==> src/core/dsc_pkg.sv <==
// constants and types for the dual speed clock and reset block
package dsc_pkg;
	// system clock
	localparam int unsigned SYS_CLK_HZ = 20_000_000;
	localparam int unsigned SYS_CLK_PERIOD_NS = 50;

	// reset hold after supply crosses the rising trip point
	localparam int unsigned POR_DELAY_NS = 100_000;
	localparam int unsigned POR_CYC = POR_DELAY_NS / SYS_CLK_PERIOD_NS;

	// oscillator start after power-up, longest time so rounded down
	localparam int unsigned OSC_START_NS = 30_000;
	localparam int unsigned OSC_START_CYC = OSC_START_NS / SYS_CLK_PERIOD_NS;

	// shortest supply dip that may assert reset, least time so rounded up
	localparam int unsigned DIP_REJECT_NS = 20_000;
	localparam int unsigned DIP_CYC = (DIP_REJECT_NS + SYS_CLK_PERIOD_NS - 1) / SYS_CLK_PERIOD_NS;

	// oscillator half periods in system clock cycles
	localparam int unsigned SLOW_OSC_HZ = 32_768;
	localparam int unsigned SLOW_HALF_CYC = SYS_CLK_HZ / (2 * SLOW_OSC_HZ);
	localparam int unsigned FAST_OSC_HZ = 1_000_000;
	localparam int unsigned FAST_HALF_CYC = SYS_CLK_HZ / (2 * FAST_OSC_HZ);

	// trip points in millivolts, falling point derived from hysteresis percent
	localparam int unsigned TRIP_LO_OPT_MV = 2570;
	localparam int unsigned TRIP_HI_OPT_MV = 4290;
	localparam int unsigned HYST_PCT = 2;
	localparam logic [15:0] RISE_LO_MV = 16'(TRIP_LO_OPT_MV);
	localparam logic [15:0] RISE_HI_MV = 16'(TRIP_HI_OPT_MV);
	localparam logic [15:0] FALL_LO_MV = 16'(TRIP_LO_OPT_MV * 100 / (100 + HYST_PCT));
	localparam logic [15:0] FALL_HI_MV = 16'(TRIP_HI_OPT_MV * 100 / (100 + HYST_PCT));

	// register map, byte addresses
	localparam int unsigned ADDR_W = 4;
	localparam logic [3:0] REG_CTRL = 4'h0;
	localparam logic [3:0] REG_STATUS = 4'h4;
	localparam logic [3:0] REG_TRIP = 4'h8;

	// control fields
	localparam int unsigned CTRL_EN_BIT = 0;
	localparam int unsigned CTRL_SPEED_BIT = 1;
	localparam logic CTRL_EN_RST = 1'b1;

	// status fields
	localparam int unsigned STAT_SUP_GOOD_BIT = 0;
	localparam int unsigned STAT_RST_ACT_BIT = 1;
	localparam int unsigned STAT_OSC_ON_BIT = 2;
	localparam int unsigned STAT_SRC_FAST_BIT = 3;
	localparam int unsigned STAT_PARKED_BIT = 4;
	localparam int unsigned STAT_CLK_BIT = 5;

	// trip register fields
	localparam int unsigned TRIP_RISE_LSB = 0;
	localparam int unsigned TRIP_FALL_LSB = 16;

	localparam logic [31:0] RDATA_ZERO = 32'h0000_0000;

	// supervisor states
	typedef enum logic [1:0] {
		SUP_DOWN,
		SUP_DELAY,
		SUP_GOOD
	} dsc_sup_t;

	// reset output stage variants
	typedef enum logic [1:0] {
		RST_LOW_PP,
		RST_HIGH_PP,
		RST_LOW_OD
	} dsc_rst_mode_t;
endpackage

==> src/core/dsc_clock_reset.sv <==
// dual speed clock source with power-on reset supervisor
// How it works
// - disabling stops clock at its next rising edge
// - clock parks high while disabled
// - reset asserted while disabled, per polarity
// - speed low picks slow, high picks fast
// - source changes only between whole phases
// - reset held power-on delay after rising trip
// - clock starts before reset releases
// - brownout asserts reset, then fresh delay
// - rise at rising point, fall at falling point
// - short supply dips are filtered out
// - reset stage fixed: low, high or open-drain
`timescale 1ns/1ns
module dsc_clock_reset
	import dsc_pkg::*;
#(
	parameter int unsigned FAST_HALF = dsc_pkg::FAST_HALF_CYC,
	parameter int unsigned SLOW_HALF = dsc_pkg::SLOW_HALF_CYC,
	parameter int unsigned POR_CYCLES = dsc_pkg::POR_CYC,
	parameter int unsigned START_CYCLES = dsc_pkg::OSC_START_CYC,
	parameter int unsigned DIP_CYCLES = dsc_pkg::DIP_CYC,
	parameter bit TRIP_HIGH_OPT = 1'b0,
	parameter bit SPEED_RST = 1'b1,
	parameter dsc_pkg::dsc_rst_mode_t RST_MODE = dsc_pkg::RST_LOW_PP
) (
	// clock and reset
	input wire logic sys_clk,
	input wire logic rst_b,
	// supply comparators
	input wire logic supply_above_rise,
	input wire logic supply_below_fall,
	// avalon-mm slave
	input wire logic [dsc_pkg::ADDR_W-1:0] avs_address,
	input wire logic avs_read,
	input wire logic avs_write,
	input wire logic [31:0] avs_writedata,
	input wire logic [3:0] avs_byteenable,
	output logic [31:0] avs_readdata,
	output logic avs_waitrequest,
	// clock and reset outputs
	output logic clk_out,
	output logic rst_out,
	output logic rst_oe
);
	import dsc_pkg::*;

	if (FAST_HALF < 1 || FAST_HALF > 65535 || SLOW_HALF < 1 || SLOW_HALF > 65535) begin : g_bad_half
		$error("half period out of range");
	end
	if (POR_CYCLES < 1 || START_CYCLES < 1 || DIP_CYCLES < 1) begin : g_bad_cyc
		$error("timer counts must be at least one");
	end

	localparam logic [15:0] FAST_LD = 16'(FAST_HALF - 1);
	localparam logic [15:0] SLOW_LD = 16'(SLOW_HALF - 1);
	localparam logic [15:0] RISE_MV = TRIP_HIGH_OPT ? RISE_HI_MV : RISE_LO_MV;
	localparam logic [15:0] FALL_MV = TRIP_HIGH_OPT ? FALL_HI_MV : FALL_LO_MV;
	localparam logic RST_OUT_INIT = (RST_MODE == RST_HIGH_PP);
	localparam logic RST_OE_INIT = 1'b1;

	function automatic logic [15:0] half_load(input logic fast);
		return fast ? FAST_LD : SLOW_LD;
	endfunction

	// bus and control state
	logic wait_r;
	logic wait_nxt;
	logic [31:0] rdata_r;
	logic [31:0] rdata_nxt;
	logic ctrl_en_r;
	logic ctrl_en_nxt;
	logic ctrl_speed_r;
	logic ctrl_speed_nxt;
	// oscillator state
	logic osc_on_r;
	logic osc_on_nxt;
	logic clk_out_r;
	logic clk_nxt;
	logic [15:0] ph_cnt_r;
	logic [15:0] ph_nxt;
	logic src_fast_r;
	logic src_nxt;
	logic parked_r;
	logic park_nxt;
	// supervisor and reset pin state
	dsc_sup_t sup_r;
	dsc_sup_t sup_nxt;
	logic rst_act_r;
	logic rst_act_nxt;
	logic rst_out_r;
	logic rst_out_nxt;
	logic rst_oe_r;
	logic rst_oe_nxt;

	logic start_done;
	logic por_done;
	logic dip_tmr_done;
	logic dip_done;
	logic [31:0] status_word;
	logic [31:0] trip_word;
	logic req;

	// oscillator warm-up after power-up
	dsc_timer #(.LIMIT(START_CYCLES - 1)) u_start_tmr (
		.sys_clk(sys_clk),
		.rst_b(rst_b),
		.clr(1'b0),
		.en(!osc_on_r),
		.done(start_done)
	);

	// power-on delay, restarts whenever the delay state is left
	dsc_timer #(.LIMIT(POR_CYCLES - 1)) u_por_tmr (
		.sys_clk(sys_clk),
		.rst_b(rst_b),
		.clr(sup_r != SUP_DELAY),
		.en(1'b1),
		.done(por_done)
	);

	// undervoltage must persist before it counts
	dsc_timer #(.LIMIT(DIP_CYCLES - 1)) u_dip_tmr (
		.sys_clk(sys_clk),
		.rst_b(rst_b),
		.clr(!supply_below_fall),
		.en(1'b1),
		.done(dip_tmr_done)
	);

	assign dip_done = dip_tmr_done && supply_below_fall;

	// register bus: one wait cycle, then a one-cycle answer
	assign req = avs_read || avs_write;

	always_comb begin
		status_word = RDATA_ZERO;
		status_word[STAT_SUP_GOOD_BIT] = (sup_r == SUP_GOOD);
		status_word[STAT_RST_ACT_BIT] = rst_act_r;
		status_word[STAT_OSC_ON_BIT] = osc_on_r;
		status_word[STAT_SRC_FAST_BIT] = src_fast_r;
		status_word[STAT_PARKED_BIT] = parked_r;
		status_word[STAT_CLK_BIT] = clk_out_r;
		trip_word = RDATA_ZERO;
		trip_word[TRIP_RISE_LSB +: 16] = RISE_MV;
		trip_word[TRIP_FALL_LSB +: 16] = FALL_MV;
	end

	always_comb begin
		wait_nxt = !(req && wait_r);
		rdata_nxt = rdata_r;
		ctrl_en_nxt = ctrl_en_r;
		ctrl_speed_nxt = ctrl_speed_r;
		if (avs_read && wait_r) begin
			unique case (avs_address)
				REG_CTRL: begin
					rdata_nxt = RDATA_ZERO;
					rdata_nxt[CTRL_EN_BIT] = ctrl_en_r;
					rdata_nxt[CTRL_SPEED_BIT] = ctrl_speed_r;
				end
				REG_STATUS: rdata_nxt = status_word;
				REG_TRIP: rdata_nxt = trip_word;
				default: rdata_nxt = RDATA_ZERO;
			endcase
		end
		if (avs_write && !wait_r && (avs_address == REG_CTRL) && avs_byteenable[0]) begin
			ctrl_en_nxt = avs_writedata[CTRL_EN_BIT];
			ctrl_speed_nxt = avs_writedata[CTRL_SPEED_BIT];
		end
	end

	always_ff @(posedge sys_clk or negedge rst_b) begin
		if (!rst_b) begin
			wait_r <= 1'b1;
			rdata_r <= RDATA_ZERO;
			ctrl_en_r <= CTRL_EN_RST;
			ctrl_speed_r <= SPEED_RST;
		end else begin
			wait_r <= wait_nxt;
			rdata_r <= rdata_nxt;
			ctrl_en_r <= ctrl_en_nxt;
			ctrl_speed_r <= ctrl_speed_nxt;
		end
	end

	// clock generator: each phase is a whole half period of one source
	always_comb begin
		osc_on_nxt = osc_on_r || start_done;
		clk_nxt = clk_out_r;
		ph_nxt = ph_cnt_r;
		src_nxt = src_fast_r;
		park_nxt = parked_r;
		if (!osc_on_r) begin
			ph_nxt = half_load(ctrl_speed_r);
			src_nxt = ctrl_speed_r;
		end else if (parked_r) begin
			if (ctrl_en_r) begin
				park_nxt = 1'b0;
				clk_nxt = 1'b0;
				src_nxt = ctrl_speed_r;
				ph_nxt = half_load(ctrl_speed_r);
			end
		end else if (ph_cnt_r != 16'h0000) begin
			ph_nxt = ph_cnt_r - 16'h0001;
		end else if (clk_out_r) begin
			clk_nxt = 1'b0;
			ph_nxt = half_load(src_fast_r);
		end else begin
			clk_nxt = 1'b1;
			src_nxt = ctrl_speed_r;
			ph_nxt = half_load(ctrl_speed_r);
			park_nxt = !ctrl_en_r;
		end
	end

	always_ff @(posedge sys_clk or negedge rst_b) begin
		if (!rst_b) begin
			osc_on_r <= 1'b0;
			clk_out_r <= 1'b0;
			ph_cnt_r <= 16'h0000;
			src_fast_r <= 1'b0;
			parked_r <= 1'b0;
		end else begin
			osc_on_r <= osc_on_nxt;
			clk_out_r <= clk_nxt;
			ph_cnt_r <= ph_nxt;
			src_fast_r <= src_nxt;
			parked_r <= park_nxt;
		end
	end

	// supply supervisor with hysteresis
	always_comb begin
		sup_nxt = sup_r;
		unique case (sup_r)
			SUP_DOWN: begin
				if (supply_above_rise) begin
					sup_nxt = SUP_DELAY;
				end
			end
			SUP_DELAY: begin
				if (dip_done) begin
					sup_nxt = SUP_DOWN;
				end else if (por_done) begin
					sup_nxt = SUP_GOOD;
				end
			end
			SUP_GOOD: begin
				if (dip_done) begin
					sup_nxt = SUP_DOWN;
				end
			end
			default: sup_nxt = SUP_DOWN;
		endcase
	end

	// reset pin stage
	always_comb begin
		rst_act_nxt = (sup_r != SUP_GOOD) || !ctrl_en_r;
		unique case (RST_MODE)
			RST_LOW_PP: begin
				rst_out_nxt = !rst_act_nxt;
				rst_oe_nxt = 1'b1;
			end
			RST_HIGH_PP: begin
				rst_out_nxt = rst_act_nxt;
				rst_oe_nxt = 1'b1;
			end
			default: begin
				rst_out_nxt = 1'b0;
				rst_oe_nxt = rst_act_nxt;
			end
		endcase
	end

	always_ff @(posedge sys_clk or negedge rst_b) begin
		if (!rst_b) begin
			sup_r <= SUP_DOWN;
			rst_act_r <= 1'b1;
			rst_out_r <= RST_OUT_INIT;
			rst_oe_r <= RST_OE_INIT;
		end else begin
			sup_r <= sup_nxt;
			rst_act_r <= rst_act_nxt;
			rst_out_r <= rst_out_nxt;
			rst_oe_r <= rst_oe_nxt;
		end
	end

	assign avs_readdata = rdata_r;
	assign avs_waitrequest = wait_r;
	assign clk_out = clk_out_r;
	assign rst_out = rst_out_r;
	assign rst_oe = rst_oe_r;

	// checking helpers
	logic [15:0] len_r;
	logic len_ok_r;
	logic [15:0] del_len_r;
	logic [15:0] dip_len_r;
	logic [15:0] cyc_r;

	always_ff @(posedge sys_clk or negedge rst_b) begin
		if (!rst_b) begin
			len_r <= 16'h0000;
			len_ok_r <= 1'b0;
			del_len_r <= 16'h0000;
			dip_len_r <= 16'h0000;
			cyc_r <= 16'h0000;
		end else begin
			len_r <= (clk_nxt != clk_out_r) ? 16'h0000 : len_r + {15'h0000, len_r != 16'hffff};
			len_ok_r <= len_ok_r || (clk_nxt != clk_out_r);
			del_len_r <= (sup_r == SUP_DELAY) ? del_len_r + 16'h0001 : 16'h0000;
			dip_len_r <= supply_below_fall ? dip_len_r + {15'h0000, dip_len_r != 16'hffff} : 16'h0000;
			cyc_r <= cyc_r + {15'h0000, cyc_r != 16'hffff};
		end
	end
endmodule // dsc_clock_reset

==> src/core/dsc_timer.sv <==
// saturating cycle timer with synchronous clear
`timescale 1ns/1ns
module dsc_timer #(
	parameter int unsigned LIMIT = 1
) (
	// clock and reset
	input wire logic sys_clk,
	input wire logic rst_b,
	// control
	input wire logic clr,
	input wire logic en,
	// result
	output logic done
);
	localparam int unsigned W = (LIMIT < 2) ? 1 : $clog2(LIMIT + 1);
	localparam logic [W-1:0] LIM = W'(LIMIT);

	if (LIMIT >= 32'h0100_0000) begin : g_bad_limit
		$error("dsc_timer limit too large");
	end

	logic [W-1:0] cnt_r;
	logic [W-1:0] cnt_nxt;

	always_comb begin
		cnt_nxt = cnt_r;
		if (clr) begin
			cnt_nxt = '0;
		end else if (en && (cnt_r != LIM)) begin
			cnt_nxt = cnt_r + W'(1);
		end
	end

	always_ff @(posedge sys_clk or negedge rst_b) begin
		if (!rst_b) begin
			cnt_r <= '0;
		end else begin
			cnt_r <= cnt_nxt;
		end
	end

	assign done = (cnt_r == LIM);
endmodule // dsc_timer

==> config.mk <==
export PLATFORM = sky130hd
export DESIGN_NAME = dsc_clock_reset
export DESIGN_NICKNAME = d
export VERILOG_FILES = /design/src/core/dsc_pkg.sv /design/src/core/dsc_clock_reset.sv /design/src/core/dsc_timer.sv
export SDC_FILE = /design/constraint.sdc
export NUM_CORES = 1
export LEC_CHECK = 0
export BUFFER_PORTS_ARGS = -buffer_cell sky130_fd_sc_hd__buf_2
export CAP_MARGIN = 20
export CORE_ASPECT_RATIO = 1.5
export CORE_MARGIN = 2
export CORE_UTILIZATION = 54
export CTS_CLUSTER_SIZE = 40
export DETAILED_ROUTE_END_ITERATION = 16
export GPL_TIMING_DRIVEN = 0
export PLACE_DENSITY = 0.88
export SETUP_SLACK_MARGIN = 0.1
export SYNTH_ARGS = -nofsm -noshare
export SYNTH_HDL_FRONTEND = slang
export SYNTH_SLANG_ARGS = --single-unit
==> constraint.sdc <==
create_clock -name sys_clk -period 3.55 [get_ports sys_clk]
set_input_delay 0.1775 -clock sys_clk [delete_from_list [all_inputs] [get_ports sys_clk]]
set_output_delay 0.1775 -clock sys_clk [all_outputs]
set_load 0.005 [all_outputs]
# [After elaboration in Yosys (flattened, before gate mapping)]
# Cells that the tools add are included.
[word_totals] register_bits=89 elab_cells=92 in_bits=46
[classes] mux=30 eq_ne=21 reduce_logical=22 addsub=4
[op_table] cell="$pmux W28 S3" n=1
[op_table] cell="$mux W16" n=4
[op_table] cell="$mux W9" n=5
[op_table] cell="$mux W11" n=2
[op_table] cell="$reduce_bool A16 Y1" n=1
[op_table] cell="$sub A16 B1 Y16 const B" n=1
[op_table] cell="$mux W1" n=13
[op_table] cell="$add A11 B1 Y11 const B" n=1
[op_table] cell="$eq A11 B11 Y1 const B" n=1
[op_table] cell="$ne A11 B11 Y1 const B" n=1
[op_table] cell="$add A10 B1 Y10 const B" n=1
[op_table] cell="$eq A10 B10 Y1 const B" n=1
[op_table] cell="$ne A10 B10 Y1 const B" n=1
[op_table] cell="$ne A2 B2 Y1 const B" n=5
[op_table] cell="$add A9 B1 Y9 const B" n=1
[op_table] cell="$eq A9 B9 Y1 const B" n=1
[op_table] cell="$ne A3 B3 Y1 const B" n=3
[op_table] cell="$ne A9 B9 Y1 const B" n=1
[op_table] cell="$reduce_and A3 Y1" n=3
[op_table] cell="$mux W2" n=4
[op_table] cell="$logic_and A1 B1 Y1" n=7
[op_table] cell="$pmux W2 S3" n=1
[op_table] cell="$logic_not A1 Y1" n=5
[op_table] cell="$eq A4 B3 Y1 const B" n=1
[op_table] cell="9 further kinds" n=12

# [Logic depth before layout (Yosys ltp)]
# Gate-level depths: netlist of run 1.
[depth] ltp_word=5 ltp_mapped=8

# [By module]
# Synthesis of run 1 repeated with hierarchy kept, for this count alone.
[unflattened] cells_unflattened=405 area_unflattened_um2=3816.2
[by_module_without_submodules] mod="dsc_clock_reset" instances=1 cells_each=218 area_per_inst_um2=2021.9
[by_module_without_submodules] mod="dsc_timer at u_por_tmr" instances=1 cells_each=73 area_per_inst_um2=678.2
[by_module_without_submodules] mod="dsc_timer at u_start_tmr" instances=1 cells_each=62 area_per_inst_um2=595.6
[by_module_without_submodules] mod="dsc_timer at u_dip_tmr" instances=1 cells_each=52 area_per_inst_um2=520.5

# [Worst setup path after synthesis of run 1]
# No wires, ideal clock.
[synth_timing] path_type="register -> register" startpoint="reg ph_cnt_r[0]" endpoint="reg src_fast_r" t_arrival_ns=2.379 setup_slack_ns=1.043 path_buffers=2 setup_ns=0.128 path_stages_with_launch=9 cell_sequence="dfrtp_1 -> inv_1 -> ha_1 -> or4b_4 -> buf_6 -> or4_4 -> buf_6 -> o31ai_2 -> mux2_1"
[synth_via] elab_chain_len=3
[synth_lines] item="start, declared" line_no="dsc_clock_reset.sv:80" source="logic [15:0] ph_cnt_r;"
[synth_lines] item="start signal, assigned" line_no="dsc_clock_reset.sv:226" source="ph_cnt_r <= ph_nxt;"
[synth_lines] item="$reduce_bool A16 Y1" line_no="dsc_clock_reset.sv:203" source="end else if (ph_cnt_r != 16'h0000) begin"
[synth_lines] item="$ne A3 B3 Y1 (no source line)"
[synth_lines] item="$reduce_and A3 Y1 (no source line)"
[synth_lines] item="end signal, assigned" line_no="dsc_clock_reset.sv:227" source="src_fast_r <= src_nxt;"
[synth_lines] item="end, declared" line_no="dsc_clock_reset.sv:82" source="logic src_fast_r;"
# Every way passes these cells.
# A chain may end at the register's enable or synchronous reset.

# [Worst setup path after layout of run 1]
# Same ends and word-level chain as after synthesis.

==> impl_metrics.yaml, run 1 <==
outcome:
  status: "finished, final reports clean"
global_route:
  grt_max_degree: 37
  grt_pass1_wl_mm: 11.0
  gr-total-overflow: 0
  antenna_found_initial: 0
  gr-usage-all-layers: 0.207
  grt_pass1_vias: 2511
clock_tree:
  cts_tree: "done"
  cts_num_sinks: 64
  ctsLongestPathBuffers: 2
  clockRootBuffer: "clkbuf_8"
  cts_hold_buf: 2
  post_cts_buffers: 0
  cts_made_buffers: 9
  htree_levels: 3
  clk_latency_ns: 0.34
  path_clk_slew_ns: 0.08
  cts.repair.resized: 0
drt:
  routed_wl_mm: 6.48
  ant_nets: 0
  drcViolationCount: 0
  drt-vias-per-instance: 5.54
  wl_per_cell_um: 13.5
  dr.first_iter.drc_count: 154
  firstDrtPassIters: 5
  vias: 2653
critical_path:
  cp_cell_sequence: "inv_1 -> ha_1 -> or4b_4 -> buf_6 -> or4_4 -> buf_6 -> o31ai_2 -> mux2_1"
  crit_fanout: 8
  cp_common_cell: "buf_6"
  crit_buf_inv: 3
  critPathLaunchType: "flop"
  worst_path_largest_cell_delay_ns: 0.53
  critical_path_required_ns: 3.78
  crit_type: "reg -> reg"
  slowest_stage: "or4_4"
  end_kind: "flop"
  cp.arrival_ns: 2.89
  crit_family: "simple AND/OR/NAND/NOR gates"
  regToRegSetupSlack_ns: 0.89
hold_path:
  hp-class: "in -> reg"
floorplanning:
  start_util: 0.554
  die_w_um: 68.8
  io_pins: 82
  dieHeight_um: 101
  dieArea_um2: 6950
  core_area_um2: 6130
  num_rows: 35
timing:
  worst_slew_margin_rel: 0.459
  hold_ws_ns: 0.0427
  finalCritPeriodShare: 0.749
  fmax_mhz: 376
  skew_ns: 0.00829
  grt_setup_unrepaired: "false"
  worst_slew_pin_slew_ns: 0.805
  finalHoldViolations: 0
  finalMaxSlewViolations: 0
  fin_crit_ns: 2.66
  setup_viol: 0
  setup-tns-final_ns: 0
placement:
  placed_area_um2: 3720
  place_congestion: 0.931
  hpwl_mm: 4.53
  place.port_buffers: 31
synthesis:
  avgSynthCellArea_um2: 10.0
  yosysWarnings: 0
  synth_area_um2: 3400
  yosysTopAreaCell: "dfrtp_1"
  ys_types: 57
  async_flop_share: 1.00
  synth_edf_count: 0
  ys_seq_elements: 64
  synth_flop_cell: "dfrtp_1"
  syn_inst: 339
  synth_area_leaders: "dfrtp_1, buf_4, xor2_1"
  synth-seq-area-share: 0.473
  synth_top_area_frac: 0.442
flow_run:
  drv_cap: 0
power:
  ir_worst_vdd_uv: 299
  seqPwrFrac: 0.502
  pwr-share-comb: 0.126
  p_int_mw: 1.21
  p_clk_frac: 0.372
  power_density_nw_per_um2: 421
  p_leak_nw: 1.86
  p_sw_mw: 0.456
  total_power_mw: 1.66
  switching_share: 0.274
cells_and_area:
  postLayoutCoreUtil: 0.643
  final_cell_mix: "dfrtp_1, buf_2, nand2_1, buf_4, nor2_1"
  final_common_cell: "dfrtp_1"
  fin_nets: 450
  final_area_um2: 3940
  antenna_cells: 0
  drive_above_1_share: 0.235
  syn2layout_area_growth_pct: 16.1
-- power by group through the flow --
stage / combinational, mW / sequential [mW] / clock (mW)
after detailed placement: 0.207 / 0.848 / 0
after CTS: 0.210 / 0.834 / 0.632
after global routing: 0.241 / 0.845 / 0.662
after floorplan: 0.147 / 0.836 / 0
final: 0.210 / 0.834 / 0.617
after global placement: 0.197 / 0.844 / 0
-- synthesized netlist by cell type, types with 2 or more instances --
library cell	count
dfrtp_1	60
buf_4	26
nand2_1	26
nor2_1	24
o21ai_0	15
a21oi_1	14
inv_1	13
xor2_1	13
xnor2_1	11
nor3_1	10
clkbuf_1	6
nand4_1	6
o31ai_1	6
or3_1	6
a21boi_0	5
a31oi_1	5
mux2i_1	5
nand2b_1	5
nand3_1	5
nor2b_1	5
a22o_1	4
and2_1	4
dfstp_2	4
ha_1	4
mux2_2	4
nand3b_1	4
or4_1	4
and4_1	3
nand4b_1	3
nor4_1	3
o41ai_1	3
or4_4	3
a21o_1	2
buf_6	2
conb_1	2
nor3b_1	2
or2_2	2
-- state kept, by name, indices dropped and copies added, names as in the netlist --
| name | count |
|---|---|
| ph_cnt_r | 16 |
| u_por_tmr.cnt_r | 11 |
| u_dip_tmr.cnt_r | 9 |
| rst_out | 1 |
| clk_out | 1 |
| sup_r | 2 |
| ctrl_en_r | 1 |
| osc_on_r | 1 |
| ctrl_speed_r | 1 |
| avs_waitrequest | 1 |
| parked_r | 1 |
| avs_readdata | 7 |
| src_fast_r | 1 |
| u_start_tmr.cnt_r | 10 |
| rst_act_r | 1 |
-- worst register-to-register path, delay by kind of cell (launching register included) --
family,cells,cell delay (ns)
AO/OA/AOI/OAI,1,0.20
adder cells (fa/ha/maj),1,0.20
buffers and inverters,3,0.41
flip-flops,1,0.40
multiplexers,1,0.34
AND/OR/NAND/NOR,2,1.00
-- metrics by stage --
stage	std cells	worst slack (ns)
floorplan	354	1.04
global placement	459	0.955
detailed placement	460	0.913
CTS	478	0.896
global route	479	0.782
finish	479	0.892
-- per-layer routing --
layer,wire length (µm),part of all wire,track usage,vias up
li1,-,-,-,1283
met1,2600,0.40,0.243,1273
met2,3440,0.53,0.351,81
met3,314,0.048,0.0467,16
met4,132,0.020,0.0950,0
met5,0,0,0,-
-- final cells by class --
cell class,instances,area (µm²)
fillers,486,2190
flip-flops and latches,64,1610
multi-input cells,242,1550
plain buffers,35,244
repair buffers,35,200
clock buffers,9,124
well taps,74,92.6
clock inverters,7,72.6
inverters,13,48.8
-- path summary, 6_finish.rpt --
path | startpoint | end | cells past startpoint
min in group asynchronous | rst_b | avs_readdata[24]$_DFFE_PN0P_ | 2
max in group asynchronous | rst_b | ctrl_speed_r$_DFFE_PN1P_ | 3
max | ph_cnt_r[0]$_DFFE_PN0P_ | src_fast_r$_DFFE_PN0P_ | 8
max reg2reg | ph_cnt_r[0]$_DFFE_PN0P_ | src_fast_r$_DFFE_PN0P_ | 8
min | avs_read | avs_waitrequest$_DFF_PN1_ | 2
min reg2reg | sup_r[1]$_DFFE_PN0P_ | sup_r[0]$_DFFE_PN0P_ | 1
-- kinds of logic (layout without fill, tap and decap cells) --
kind of cell	count (synthesis)	after routing	share of synthesized area
DFF	64	64	0.473
buffers and inverters	48	99	0.0862
adders and majority gates	4	4	0.0147
other	2	17	0.00221
muxes	10	10	0.0313
xor gates and xnor gates	24	24	0.0619
and+or+nand+nor	122	122	0.203
AOI/OAI and AO/OA	65	65	0.128
(Power assumes the default switching activity.)
==> run 2: changes to the inputs <==
- ABC_AREA: unset -> 1
- CORE_UTILIZATION: 54 -> 49
- PLACE_DENSITY: 0.88 -> 0.84
- clock period: 3.55 -> 2.18 ns (I/O delays scaled with it)
==> run 2 against run 1 <==
  * Flip-flop and latch count is the same
  * Total power increased by 58%
  * Utilization shrank 5.6 points
  * Synthesized cell count increased by 40%
  * Clock power grew 78%
  * Largest cell class unchanged
  * Highest routed layer unchanged
==> impl_metrics.yaml, run 2 <==
outcome:
  status: "finished, final reports clean"
critical_path:
  critPathLaunchType: "flop"
  slowest_stage: "dfrtp_1"
  crit_fanout: 9
  r2r_cells: 9
  crit_buf_inv: 2
  cp_cell_sequence: "inv_1 -> ha_1 -> nand2_1 -> nor2_2 -> nand2_4 -> nand2_4 -> nand2_4 -> inv_2 -> nor2_1"
  critical_path_required_ns: 2.40
  end_kind: "flop"
  r2r_end: "ph_cnt_r[7]$_DFFE_PN0P_"
  cp.arrival_ns: 1.84
  cp_common_cell: "nand2_4"
  regToRegSetupSlack_ns: 0.56
  crit_type: "reg -> reg"
  crit_family: "simple AND/OR/NAND/NOR gates"
  worst_path_largest_cell_delay_ns: 0.40
  r2r-start: "ph_cnt_r[0]$_DFFE_PN0P_"
floorplanning:
  core_area_um2: 7180
  dieHeight_um: 109
  dieArea_um2: 8100
  num_rows: 38
  io_pins: 82
  start_util: 0.504
  die_w_um: 74.2
drt:
  routed_wl_mm: 7.42
  firstDrtPassIters: 4
  dr.first_iter.drc_count: 168
  ant_nets: 0
  vias: 3190
  wl_per_cell_um: 11.6
  drt-vias-per-instance: 4.98
  drcViolationCount: 0
clock_tree:
  post_cts_buffers: 0
  cts_num_sinks: 64
  cts_tree: "done"
  clockRootBuffer: "clkbuf_8"
  htree_levels: 3
  path_clk_slew_ns: 0.07
  clk_latency_ns: 0.34
  cts_hold_buf: 3
  ctsLongestPathBuffers: 2
  cts.repair.resized: 0
  cts_made_buffers: 9
cells_and_area:
  drive_above_1_share: 0.187
  syn2layout_area_growth_pct: 16.4
  final_cell_mix: "nand2_1, dfrtp_1, inv_1"
  final_common_cell: "nand2_1"
  top_regs: "ph_cnt_r: 16 flops, u_por_tmr.cnt_r: 11 flops, u_start_tmr.cnt_r: 10 flops"
  antenna_cells: 0
  fin_nets: 585
  top_register: "ph_cnt_r"
  largest_reg_flops: 16
power:
  power_density_nw_per_um2: 622
  ir_worst_vdd_uv: 372
  p_leak_nw: 2.26
  total_power_mw: 2.62
synthesis:
  synth_flop_cell: "dfrtp_1"
  avgSynthCellArea_um2: 7.62
  synth_top_area_frac: 0.415
  synth_commonest_cells: "nand2_1, dfrtp_1, inv_1, nor2_1, nand3_1"
  synth-seq-area-share: 0.444
  yosysTopAreaCell: "dfrtp_1"
  synth_edf_count: 0
  ys_types: 37
  async_flop_share: 1.00
  syn_inst: 475
  synth_area_leaders: "dfrtp_1, nand2_1, inv_1"
  synth.most_common_cell: "nand2_1"
  yosysWarnings: 0
  synth_area_um2: 3620
  ys_seq_elements: 64
timing:
  fmax_mhz: 617
  grt_setup_unrepaired: "false"
  setup-tns-final_ns: 0
  worst_slew_margin_rel: 0.529
  finalHoldViolations: 0
  finalMaxSlewViolations: 0
  skew_ns: 0.0145
  setup_viol: 0
  finalCritPeriodShare: 0.743
  fin_crit_ns: 1.62
  worst_slew_pin_slew_ns: 0.706
placement:
  place.port_buffers: 30
  place_congestion: 0.806
  hpwl_mm: 5.50
hold_path:
  hp-class: "in -> reg"
  min_to: "ctrl_en_r$_DFFE_PN1P_"
  holdPathStages: 3
  hp-start: "avs_writedata[0]"
global_route:
  grt_max_degree: 35
  gr-total-overflow: 0
  antenna_found_initial: 0
  grt_pass1_wl_mm: 12.6
  grt_pass1_vias: 3113
  gr-usage-all-layers: 0.197
flow_run:
  drv_cap: 0
[run 2: cell types whose count changed in the layout (fill, tap and decap cells not counted), sizes merged, moves of 8 or more]
cell	delta
nand2	+104
inv	+50
nor2	+31
nand3	+30
o21ai	+8
xnor2	-8
[run 2: per-layer routing]
layer  track usage  share of wire
met1         0.202           0.40
met5             0              0
met4        0.0987          0.022
met2         0.369           0.55
met3        0.0370          0.032
[run 2: area by class of cell]
cell class,count,area (µm²)
Timing Repair Buffer,34,200
Inverter,63,239
Clock inverter,6,83.8
Buffer,30,224
Sequential cell,64,1610
Tap cell,100,125
Clock buffer,10,128
Fill cell,622,2970
Multi-Input combinational cell,333,1610
[run 2: through the flow]
stage / std cells / util / hold WS [ns] / instance area (µm²) / setup slack, ns
after floorplan: 490 / - / -0.187 / 3670 / 0.776
after global placement: 620 / 0.550 / 0.274 / 3950 / 0.603
after detailed placement: 621 / 0.553 / 0.195 / 3970 / 0.579
after CTS: 640 / 0.587 / 0.00874 / 4210 / 0.567
after global routing: 640 / 0.587 / 0.0154 / 4210 / 0.388
final: 640 / 0.587 / 0.0206 / 4210 / 0.559
[run 2: cell families (layout without fill, tap and decap cells)]
kind of cell,count (synthesis),in the layout,synth area share
adder cells (fa/ha/maj),4,4,0.0138
XOR/XNOR,13,13,0.0315
other,2,17,0.00208
buffers and inverters,93,143,0.128
AO/OA/AOI/OAI,50,50,0.0768
flip-flops,64,64,0.444
AND/OR/NAND/NOR,249,249,0.304
[run 2: power breakdown]
group	total, mW	leakage [nW]	internal (mW)	switching [mW]
Clock	1.10	0.110	0.640	0.461
Sequential	1.25	0.827	1.23	0.0286
Combinational	0.264	1.32	0.110	0.154
[run 2: worst max-delay path by stage]
stage / startpoint / to / slack [ns] / cells past startpoint
after floorplan: ph_cnt_r[0]$_DFFE_PN0P_ / ph_cnt_r[9]$_DFFE_PN0P_ / 0.78 / 9
after global placement: ph_cnt_r[0]$_DFFE_PN0P_ / ph_cnt_r[7]$_DFFE_PN0P_ / 0.60 / 9
after detailed placement: ph_cnt_r[0]$_DFFE_PN0P_ / ph_cnt_r[7]$_DFFE_PN0P_ / 0.58 / 9
after CTS: ph_cnt_r[0]$_DFFE_PN0P_ / ph_cnt_r[7]$_DFFE_PN0P_ / 0.57 / 9
after global routing: ph_cnt_r[0]$_DFFE_PN0P_ / ph_cnt_r[14]$_DFFE_PN0P_ / 0.39 / 10
final: ph_cnt_r[0]$_DFFE_PN0P_ / ph_cnt_r[7]$_DFFE_PN0P_ / 0.56 / 9
[run 2: worst reg2reg max path: cells and delay by family, from the launching register on]
kind	cells	cell delay, ns
and+or+nand+nor	6	0.70
adders and majority gates	1	0.18
DFF	1	0.40
buffers and inverters	2	0.22
